==> src/core/dac_power_txen_defs.vh <==
/*
  Constants for the DAC power, transmit-enable and protect control slice:
  register offsets, field positions and reset values.
  Assumes inclusion by bare name from core/ design files.
*/
`ifndef DAC_POWER_TXEN_DEFS_VH
`define DAC_POWER_TXEN_DEFS_VH

// Notes on behaviour
// [RQ1] Bits 6..3 power down four channels, reset one
// [RQ2] Bit 2 master bias down disables all channels
// [RQ3] Pair B gate: pin B low powers pair B
// [RQ4] Pair A gate: pin A low powers pair A
// [RQ5] Bits 6,5,3 route sources to protect outputs
// [RQ6] Bit 2 software protect source, reset zero
// [RQ7] Four-bit shared IQ delay, reset code eight
// [RQ8] Delay spans -4 to +3.5, half steps
// [RQ9] Bit 7 selects calibration-ok reporting mode
// [RQ10] Mode one latches rising flag, drives interrupt
// [RQ11] Protect and delay per pair, paged
// [RQ12] Synchronise pins, detect falling edges first

// ****************************************
// Register offsets
// ****************************************
`define ADDR_CHANNEL_POWER_DOWN_CTRL 12'h011
`define ADDR_TX_ENABLE_MASK_CTRL 12'h012
`define ADDR_PROTECT_ROUTING_CTRL 12'h013
`define ADDR_OUTPUT_GROUP_DELAY 12'h014
`define ADDR_IRQ_STATUS_MODE_FIRST 12'h01f

// ****************************************
// Field positions
// ****************************************
`define BIT_PAIR_A_I_PD 6
`define BIT_PAIR_A_Q_PD 5
`define BIT_PAIR_B_I_PD 4
`define BIT_PAIR_B_Q_PD 3
`define BIT_MASTER_BIAS_PD 2
`define BIT_PAIR_B_TXEN_GATE 1
`define BIT_PAIR_A_TXEN_GATE 0
`define BIT_POWER_DETECT_ROUTE 6
`define BIT_TX_PROTECT_ROUTE 5
`define BIT_SW_PROTECT_ROUTE 3
`define BIT_SW_PROTECT 2
`define BIT_CAL_OK_LATCH_MODE 7

// ****************************************
// Reset values and paging codes
// ****************************************
`define RST_CHANNEL_PD 5'h1f
`define RST_TXEN_GATE 2'h0
`define RST_PROTECT_ROUTING 8'h20
`define RST_GROUP_DELAY 4'h8
`define RST_CAL_OK_MODE 1'h0
`define GROUP_DELAY_ZERO 4'h8
`define PAGE_PAIR_B 2'h2
`define PROTECT_ROUTING_MASK 8'h6c
`define RST_CHANNEL_OUT 4'hf
`define RST_HALF_STEPS 4'h0
`define GROUP_DELAY_MSB 3
`define GROUP_DELAY_LSB 0

`endif

==> src/core/dac_power_txen_control_regs.v <==
/*
  Power-down, transmit-enable gating, protect routing, shared IQ group delay
  and calibration-ok reporting mode for a quad DAC.
  Assumes the serial control port decodes frames into one-cycle read and
  write strobes on REF_CLK-synchronous byte ports, and supplies the current
  pair paging code. Transmit-enable and fault pins are asynchronous.
*/
`timescale 1ns/1ps
`include "dac_power_txen_defs.vh"

module dac_power_txen_control_regs #(
  parameter PIN_COUNT = 6
) (
  input wire REF_CLK,
  input wire RST_B,
  input wire [11:0] REG_ADDR,
  input wire REG_WR,
  input wire REG_RD,
  input wire [7:0] REG_WDATA,
  output reg [7:0] REG_RDATA,
  input wire [1:0] PAGE_SEL,
  input wire TRANSMIT_ENABLE_PIN_A,
  input wire TRANSMIT_ENABLE_PIN_B,
  input wire [1:0] POWER_DETECT_FAULT,
  input wire [1:0] TX_PROTECT_FAULT,
  input wire CALIBRATION_OK_FLAG,
  output reg [3:0] CHANNEL_POWERDOWN,
  output reg MASTER_BIAS_POWERDOWN,
  output reg [1:0] PROTECTION_OUTPUT_PINS,
  output reg [3:0] IQ_SHARED_LATENCY_CODE_A,
  output reg [3:0] IQ_SHARED_LATENCY_CODE_B,
  output reg [3:0] LATENCY_HALF_STEPS_A,
  output reg [3:0] LATENCY_HALF_STEPS_B,
  output reg CAL_OK_STATUS,
  output reg IRQ_B
);

  // ****************************************
  // Registers
  // ****************************************
  reg [4:0] channel_pd_reg;
  reg [1:0] txen_gate_reg;
  reg [7:0] protect_a_reg;
  reg [7:0] protect_b_reg;
  reg [3:0] delay_a_reg;
  reg [3:0] delay_b_reg;
  reg cal_ok_mode_reg;
  reg cal_ok_latch_reg;
  reg cal_ok_prev_reg;
  reg [1:0] txen_down_reg;
  reg [PIN_COUNT-1:0] sync1_reg;
  reg [PIN_COUNT-1:0] sync2_reg;
  reg [PIN_COUNT-1:0] sync3_reg;
  reg [PIN_COUNT-1:0] stable_reg;
  reg [7:0] rdata_next;

  wire [PIN_COUNT-1:0] pins_raw;
  wire wr_pair_a;
  wire wr_pair_b;
  wire read_b;
  wire [1:0] txen_stable;
  wire [1:0] txen_fall;
  wire [1:0] txen_rise;
  wire cal_ok_rise;
  wire [7:0] protect_wdata;

  assign pins_raw = {TX_PROTECT_FAULT, POWER_DETECT_FAULT,
                     TRANSMIT_ENABLE_PIN_B, TRANSMIT_ENABLE_PIN_A};
  assign wr_pair_a = PAGE_SEL[0]; // RQ11
  assign wr_pair_b = PAGE_SEL[1]; // RQ11
  assign read_b = (PAGE_SEL == `PAGE_PAIR_B); // RQ11
  assign protect_wdata = REG_WDATA & `PROTECT_ROUTING_MASK;

  // ****************************************
  // Pin synchronisers
  // ****************************************
  // A pin change is accepted only once stages two and three agree, which
  // filters a single-cycle metastable resolution.
  genvar g;
  generate
    for (g = 0; g < PIN_COUNT; g = g + 1) begin : g_sync
      always @(posedge REF_CLK or negedge RST_B) begin
        if (!RST_B) begin
          sync1_reg[g] <= 1'b0;
          sync2_reg[g] <= 1'b0;
          sync3_reg[g] <= 1'b0;
          stable_reg[g] <= 1'b0;
        end else begin
          sync1_reg[g] <= pins_raw[g];
          sync2_reg[g] <= sync1_reg[g];
          sync3_reg[g] <= sync2_reg[g];
          if (sync2_reg[g] == sync3_reg[g]) begin
            stable_reg[g] <= sync3_reg[g]; // RQ12
          end
        end
      end
    end
  endgenerate

  assign txen_stable = stable_reg[1:0];
  // Edge counts only once stages two and three agree on the new level
  assign txen_fall = txen_stable & ~sync3_reg[1:0] & ~sync2_reg[1:0]; // RQ12
  assign txen_rise = ~txen_stable & sync3_reg[1:0] & sync2_reg[1:0]; // RQ12
  assign cal_ok_rise = CALIBRATION_OK_FLAG & ~cal_ok_prev_reg;

  // ****************************************
  // Register writes and event state
  // ****************************************
  always @(posedge REF_CLK or negedge RST_B) begin
    if (!RST_B) begin
      channel_pd_reg <= `RST_CHANNEL_PD;
      txen_gate_reg <= `RST_TXEN_GATE;
      protect_a_reg <= `RST_PROTECT_ROUTING;
      protect_b_reg <= `RST_PROTECT_ROUTING;
      delay_a_reg <= `RST_GROUP_DELAY;
      delay_b_reg <= `RST_GROUP_DELAY;
      cal_ok_mode_reg <= `RST_CAL_OK_MODE;
      cal_ok_latch_reg <= 1'b0;
      cal_ok_prev_reg <= 1'b0;
      txen_down_reg <= 2'h0;
    end else begin
      cal_ok_prev_reg <= CALIBRATION_OK_FLAG;
      if (REG_WR) begin
        case (REG_ADDR)
          `ADDR_CHANNEL_POWER_DOWN_CTRL: begin
            channel_pd_reg <= REG_WDATA[`BIT_PAIR_A_I_PD:`BIT_MASTER_BIAS_PD]; // RQ1
          end
          `ADDR_TX_ENABLE_MASK_CTRL: begin
            txen_gate_reg <= REG_WDATA[`BIT_PAIR_B_TXEN_GATE:`BIT_PAIR_A_TXEN_GATE];
          end
          `ADDR_PROTECT_ROUTING_CTRL: begin
            if (wr_pair_a) begin
              protect_a_reg <= protect_wdata; // RQ11
            end
            if (wr_pair_b) begin
              protect_b_reg <= protect_wdata; // RQ11
            end
          end
          `ADDR_OUTPUT_GROUP_DELAY: begin
            if (wr_pair_a) begin
              delay_a_reg <= REG_WDATA[`GROUP_DELAY_MSB:`GROUP_DELAY_LSB]; // RQ7
            end
            if (wr_pair_b) begin
              delay_b_reg <= REG_WDATA[`GROUP_DELAY_MSB:`GROUP_DELAY_LSB]; // RQ7
            end
          end
          `ADDR_IRQ_STATUS_MODE_FIRST: begin
            cal_ok_mode_reg <= REG_WDATA[`BIT_CAL_OK_LATCH_MODE]; // RQ9
          end
          default: begin
          end
        endcase
      end
      // Set wins over clear; leaving latch mode releases the latch.
      if (cal_ok_mode_reg && cal_ok_rise) begin
        cal_ok_latch_reg <= 1'b1; // RQ10
      end else if (REG_WR && REG_ADDR == `ADDR_IRQ_STATUS_MODE_FIRST
                   && !REG_WDATA[`BIT_CAL_OK_LATCH_MODE]) begin
        cal_ok_latch_reg <= 1'b0;
      end
      // Falling edge arms pair power-down, rising edge releases it.
      if (txen_fall[0]) begin
        txen_down_reg[0] <= 1'b1; // RQ12
      end else if (txen_rise[0]) begin
        txen_down_reg[0] <= 1'b0;
      end
      if (txen_fall[1]) begin
        txen_down_reg[1] <= 1'b1; // RQ12
      end else if (txen_rise[1]) begin
        txen_down_reg[1] <= 1'b0;
      end
    end
  end

  // ****************************************
  // Read path
  // ****************************************
  always @* begin
    rdata_next = 8'h00;
    case (REG_ADDR)
      `ADDR_CHANNEL_POWER_DOWN_CTRL: begin
        rdata_next[`BIT_PAIR_A_I_PD:`BIT_MASTER_BIAS_PD] = channel_pd_reg;
      end
      `ADDR_TX_ENABLE_MASK_CTRL: begin
        rdata_next[`BIT_PAIR_B_TXEN_GATE:`BIT_PAIR_A_TXEN_GATE] = txen_gate_reg;
      end
      `ADDR_PROTECT_ROUTING_CTRL: begin
        rdata_next = read_b ? protect_b_reg : protect_a_reg; // RQ11
      end
      `ADDR_OUTPUT_GROUP_DELAY: begin
        rdata_next[`GROUP_DELAY_MSB:`GROUP_DELAY_LSB] = read_b ? delay_b_reg : delay_a_reg; // RQ11
      end
      `ADDR_IRQ_STATUS_MODE_FIRST: begin
        rdata_next[`BIT_CAL_OK_LATCH_MODE] = cal_ok_mode_reg;
      end
      default: begin
        rdata_next = 8'h00;
      end
    endcase
  end

  // ****************************************
  // Outputs
  // ****************************************
  always @(posedge REF_CLK or negedge RST_B) begin
    if (!RST_B) begin
      REG_RDATA <= 8'h00;
      CHANNEL_POWERDOWN <= `RST_CHANNEL_OUT;
      MASTER_BIAS_POWERDOWN <= 1'b1;
      PROTECTION_OUTPUT_PINS <= 2'h0;
      IQ_SHARED_LATENCY_CODE_A <= `RST_GROUP_DELAY;
      IQ_SHARED_LATENCY_CODE_B <= `RST_GROUP_DELAY;
      LATENCY_HALF_STEPS_A <= `RST_HALF_STEPS;
      LATENCY_HALF_STEPS_B <= `RST_HALF_STEPS;
      CAL_OK_STATUS <= 1'b0;
      IRQ_B <= 1'b1;
    end else begin
      if (REG_RD) begin
        REG_RDATA <= rdata_next;
      end
      MASTER_BIAS_POWERDOWN <= channel_pd_reg[0]; // RQ2
      // Channel order: [3] A-I, [2] A-Q, [1] B-I, [0] B-Q.
      CHANNEL_POWERDOWN[3] <= channel_pd_reg[4] | channel_pd_reg[0]
                              | (txen_gate_reg[0] & txen_down_reg[0]); // RQ4
      CHANNEL_POWERDOWN[2] <= channel_pd_reg[3] | channel_pd_reg[0]
                              | (txen_gate_reg[0] & txen_down_reg[0]); // RQ4
      CHANNEL_POWERDOWN[1] <= channel_pd_reg[2] | channel_pd_reg[0]
                              | (txen_gate_reg[1] & txen_down_reg[1]); // RQ3
      CHANNEL_POWERDOWN[0] <= channel_pd_reg[1] | channel_pd_reg[0]
                              | (txen_gate_reg[1] & txen_down_reg[1]); // RQ3
      PROTECTION_OUTPUT_PINS[0] <=
        (protect_a_reg[`BIT_POWER_DETECT_ROUTE] & stable_reg[2])
        | (protect_a_reg[`BIT_TX_PROTECT_ROUTE] & stable_reg[4])
        | (protect_a_reg[`BIT_SW_PROTECT_ROUTE] & protect_a_reg[`BIT_SW_PROTECT]); // RQ5 RQ6
      PROTECTION_OUTPUT_PINS[1] <=
        (protect_b_reg[`BIT_POWER_DETECT_ROUTE] & stable_reg[3])
        | (protect_b_reg[`BIT_TX_PROTECT_ROUTE] & stable_reg[5])
        | (protect_b_reg[`BIT_SW_PROTECT_ROUTE] & protect_b_reg[`BIT_SW_PROTECT]); // RQ5 RQ6
      IQ_SHARED_LATENCY_CODE_A <= delay_a_reg; // RQ7
      IQ_SHARED_LATENCY_CODE_B <= delay_b_reg; // RQ7
      // Two's complement half periods: code 0 is -8 (-4 clocks), 15 is +7.
      LATENCY_HALF_STEPS_A <= delay_a_reg ^ `GROUP_DELAY_ZERO; // RQ8
      LATENCY_HALF_STEPS_B <= delay_b_reg ^ `GROUP_DELAY_ZERO; // RQ8
      CAL_OK_STATUS <= cal_ok_mode_reg ? cal_ok_latch_reg : CALIBRATION_OK_FLAG; // RQ10
      IRQ_B <= ~(cal_ok_mode_reg & cal_ok_latch_reg); // RQ10
    end
  end

endmodule

==> config.mk <==
export PLATFORM = sky130hd
export DESIGN_NAME = dac_power_txen_control_regs
export DESIGN_NICKNAME = d
export VERILOG_FILES = /design/src/core/dac_power_txen_control_regs.v
export VERILOG_INCLUDE_DIRS = /design/src /design/src/core
export SDC_FILE = /design/constraint.sdc
export NUM_CORES = 1
export LEC_CHECK = 0
export CAP_MARGIN = 20
export CELL_PAD_IN_SITES_DETAIL_PLACEMENT = 1
export CELL_PAD_IN_SITES_GLOBAL_PLACEMENT = 1
export CORE_MARGIN = 3
export CORE_UTILIZATION = 25
export DETAILED_ROUTE_END_ITERATION = 10
export DONT_BUFFER_PORTS = 1
export PLACE_DENSITY = 0.46
export SYNTH_ARGS = -nofsm -noshare
export SYNTH_HDL_FRONTEND = slang
export SYNTH_SLANG_ARGS = --single-unit
==> constraint.sdc <==
create_clock -name REF_CLK -period 1.6 [get_ports REF_CLK]
set_input_delay 0.24 -clock REF_CLK [delete_from_list [all_inputs] [get_ports REF_CLK]]
set_output_delay 0.24 -clock REF_CLK [all_outputs]
set_load 0.01 [all_outputs]
=== After elaboration in Yosys (flattened, before gate mapping) ===
Cells that the tools add are included.

* Logic and storage cells: 117
* Input bits: 33
* Output and inout bits: 33
* Flip-flop bits (word level): 85

* Eq/ne operators: 12
* Multiplexer cells: 13
* Bitwise logic cells: 33
* Reductions and logical operators: 14

{| class="wikitable"
|+ Operators with widths
! cell !! number
|-
| $eq 12x5->1 const B || 5
|-
| $or 1x1->1 || 12
|-
| $pmux 2 s3 || 2
|-
| $reduce_and 3->1 || 4
|-
| $and 1x1->1 || 10
|-
| $and 2x2->2 || 4
|-
| $mux 1 || 7
|-
| $mux 7 || 1
|-
| $eq 1x1->1 || 6
|-
| $not 2->2 || 3
|-
| $pmux 3 s2 || 1
|-
| $reduce_and 2->1 || 3
|-
| $reduce_bool 2->1 || 3
|-
| $mux 4 || 1
|-
| $not 1->1 || 4
|-
| $logic_and 1x1->1 || 3
|-
| $eq 2x2->1 const B || 1
|-
| $pmux 1 s2 || 1
|-
| $logic_not 1->1 || 1
|}

=== Logic depth before layout (Yosys ltp) ===
* Word-level depth: 5
* Mapped depth: 5
* Gate-level depth less buffers: 4

=== Least setup slack after synthesis ===
Ideal clock, no wire load.

* Kind: input to register
* Start point: input REG_ADDR[5]
* End point: register protect_a_reg[2]
* Slack: 0.104 ns
* Setup time: 0.127 ns
* Arrival time: 1.368 ns
* Path buffers: 1
* Required time: 1.473 ns
* Stages: 5
* Path through: nor4b_4 -> and3_1 -> and3_1 -> buf_4 -> mux2_1

* Cells in the longest elaborated chain, start to end: 2

{| class="wikitable"
|+ Ends and longest elaborated chain
! element !! line !! RTL
|-
| start, declared || dac_power_txen_control_regs.v:16 || <nowiki>input wire [11:0] REG_ADDR,</nowiki>
|-
| $eq 12x5->1 || dac_power_txen_control_regs.v:124 || <nowiki>case (REG_ADDR)</nowiki>
|-
| $reduce_and 3->1 (no source line) || n/a ||
|-
| end signal, assigned || dac_power_txen_control_regs.v:113 || <nowiki>protect_a_reg <= `RST_PROTECT_ROUTING;</nowiki>
|-
| end signal, assigned || dac_power_txen_control_regs.v:133 || <nowiki>protect_a_reg <= protect_wdata;</nowiki>
|-
| end, declared || dac_power_txen_control_regs.v:43 || <nowiki>reg [7:0] protect_a_reg;</nowiki>
|}

No other way between the ends.
A chain may end at the register's enable or synchronous reset.

=== Worst setup path after layout ===
* Start point: input REG_ADDR[5]
* End point: register delay_b_reg[2]

* Cells in the longest elaborated chain, start to end: 2

{| class="wikitable"
|+ Ends and longest elaborated chain
! element !! line !! RTL
|-
| $eq 12x5->1 || dac_power_txen_control_regs.v:124 ||
|-
| $reduce_and 3->1 (no source line) || n/a ||
|-
| end signal, assigned || dac_power_txen_control_regs.v:116 || <nowiki>delay_b_reg <= `RST_GROUP_DELAY;</nowiki>
|-
| end signal, assigned || dac_power_txen_control_regs.v:144 || <nowiki>delay_b_reg <= REG_WDATA[`GROUP_DELAY_MSB:`GROUP_DELAY_LSB];</nowiki>
|-
| end, declared || dac_power_txen_control_regs.v:46 || <nowiki>reg [3:0] delay_b_reg;</nowiki>
|}

No other way between the ends.

==> impl_metrics.csv <==
group,metric,value,unit
status,status,"finished with violations",
status,violations,"negative hold slack",
hold_path,min_path_type,"input pin to asynchronous set/reset pin",
job,drv_cap,0,
synthesis,yosysTopAreaCell,"dfrtp_1",
synthesis,synth_edf_count,0,
global_route,grt_pass1_vias,1758,
synthesis,async_reset_ff_share,100,%
sta,finalSetupTns,0,ps
detailed_routing,dr_total_vias,1640,
sta,slew_headroom,69.0,%
synthesis,synth.top_cell.area_share,52.0,%
detailed_routing,drc_errors,0,
synthesis,syn_area,2990,um2
clock_tree,clock_latency,330,ps
floorplanning,fp.dieH,115,um
sta,finalHoldViolCount,79,
synthesis,synth_cells,201,
synthesis,synth_seq_area_share,66.9,%
pwr,pwr_density_cell,1310,nW/um2
synthesis,yosys_register_bits,79,
cells_and_area,area_growth,20.0,%
clock_tree,clk_pin_slew,60,ps
synthesis,synth.avg_cell_area,14.9,um2
setup_path,critPathKind,"input pin to register",
floorplanning,core,11600,um2
cells_and_area,layout-drive-gt1-share,20.9,%
global_route,gr-usage-met1,12.8,%
cells_and_area,antennaDiodeCount,0,
clock_tree,cts.root.buffer_cell,"clkbuf_16",
global_route,grt_max_degree,80,
synthesis,ys_types,36,
setup_path,startpoint_type,"input pin",
detailed_routing,firstDrtPassIters,5,
sta,finalSetupViolCount,0,
sta,fmax,755,MHz
setup_path,reg2reg_depth,3,
placement,dp_hpwl,4680,um
sta,period_needed,1320,ps
detailed_routing,first_iter_violations,63,
clock_tree,post_cts_resized,0,
sta,rsz0062_at_grt,"false",
global_route,track_usage,10.5,%
global_route,gr-usage-met2,16.5,%
placement,place_congestion,0.699,
global_route,antenna_found_initial,0,
detailed_routing,via_per_inst,4.52,
setup_path,reg2reg_to,"REG_RDATA[2]",
sta,slew_violations,0,
detailed_routing,wl_per_cell,17.9,um
floorplanning,dieArea,13300,um2
global_route,grt-ovfl-total,0,
clock_tree,numCtsBuffers,9,
global_route,busiest_layer,"met2",
detailed_routing,antenna_left,0,
setup_path,r2r_start,"delay_b_reg[2]",
pwr,p_leak,1.61,nW
sta,worst_pin_slew,465,ps
detailed_routing,wl,6490,um
pwr,peakVddDrop,0.500,mV
synthesis,ys_top_cells_by_area,"dfrtp_1, dfstp_2, mux2_1, buf_4, mux2i_1",
synthesis,ys.flop_type,"dfrtp_1",
setup_path,cp.required,1810,ps
placement,io_buffers,0,
synthesis,yosys_warnings,0,
floorplanning,rows,39,
clock_tree,cts.sink_count,79,
cells_and_area,largest_reg_flops,8,
cells_and_area,nFillCells,1197,
setup_path,r2r_slack,310,ps
synthesis,yosysMostFrequentCell,"dfrtp_1",
cells_and_area,layout.nets,248,
sta,fin_crit_sh,82.7,%
clock_tree,postCtsHoldBufs,7,
setup_path,worstPathMaxFanout,5,
cells_and_area,final_util,31.0,%
global_route,use_met3,4.74,%
setup_path,arrival,1530,ps
setup_path,critPathCaptureType,"register",
synthesis,syn_nets,234,
clock_tree,h-tree-depth,3,
sta,skew,5.74,ps
floorplanning,die_w,115,um
floorplanning,start_util,25.8,%
floorplanning,ios,66,
clock_tree,cts_tree,"built",
clock_tree,clock_path_buffers,2,
synthesis,synth_commonest_cells,"dfrtp_1, mux2_1, dfstp_2, buf_4",
cells_and_area,regMostFlops,"REG_RDATA",
global_route,grt_pass1_wl,10400,um
sta,whs,-395,ps
worst max-delay path, stage by stage:
cell,delay [ps]
nor4b_4,370
and3_1,270
and3_1,300
mux2_1,350
metrics by stage:
step | power, mW | cells | hold slack (ps) | instance area, um2 | setup WS [ps]
6_report | 4.69 | 363 | -395 | 3580 | 276
5_1_grt | 4.87 | 363 | -417 | 3580 | 158
4_1_cts | 4.76 | 363 | -411 | 3580 | 245
3_5_place_dp | 2.20 | 340 | -52.8 | 3140 | -107
3_3_place_gp | 2.19 | 340 | -53.0 | 3140 | -56.0
2_1_floorplan | 2.17 | 201 | -55.6 | 2990 | 104
report_power, final:
| part | switching (mW) | internal [mW] | total, mW |
|---|---|---|---|
| Combinational | 0.0336 | 0.0514 | 0.0850 |
| Sequential | 0.0321 | 2.06 | 2.09 |
| Clock | 0.789 | 1.73 | 2.52 |
timing repair:
item / CTS / global route
buffers inserted: 0 / 0
hold endpoints to repair: 86 / 79
endpoints found under the setup margin: 0 / 0
cells by family (layout without fill, tap and decap cells):
group,Yosys count,count (layout),synth area share (%)
mux,33,33,12.2
compound gates,23,23,5.87
flops,79,79,66.9
simple gates,41,41,9.51
fa+ha+maj,5,5,1.68
buf+inv,20,39,3.81
routing by layer:
layer / up-vias / share of wire, % / wire length [um]
li1: 737 / - / -
met1: 846 / 41 / 2680
met2: 48 / 50 / 3240
met3: 9 / 7.2 / 467
met4: 0 / 1.5 / 99
met5: - / 0 / 0
worst max path at each step:
stage / endpoint / slack, ps / from
after floorplan: protect_a_reg[2] / 100 / REG_ADDR[5]
after global placement: delay_b_reg[0] / -60 / REG_ADDR[5]
after detailed placement: delay_b_reg[1] / -110 / REG_ADDR[5]
after CTS: delay_b_reg[2] / 250 / REG_ADDR[5]
after global routing: delay_b_reg[0] / 160 / REG_ADDR[5]
final: delay_b_reg[2] / 280 / REG_ADDR[5]
placed cells by master (no fill, tap or decap), drive strengths merged, types with 5 or more instances in the layout:
cell type,n
dlygate4sd3,7
maj3,5
clkbuf,11
dfstp,17
dfrtp,62
nor2,6
buf,8
and3,6
mux2,27
inv,8
mux2i,6
nand2,8
a21oi,5
layout make-up:
class	instances	area [um2]	area share [%]
Clock buffer	11	243	6.78
Clock inverter	5	129	3.60
Inverter	8	30.0	0.838
Multi-Input combinational cell	102	873	24.4
Sequential cell	79	2000	55.8
Tap cell	143	179	4.99
Timing Repair Buffer	15	130	3.63
(Power assumes the default switching activity.)
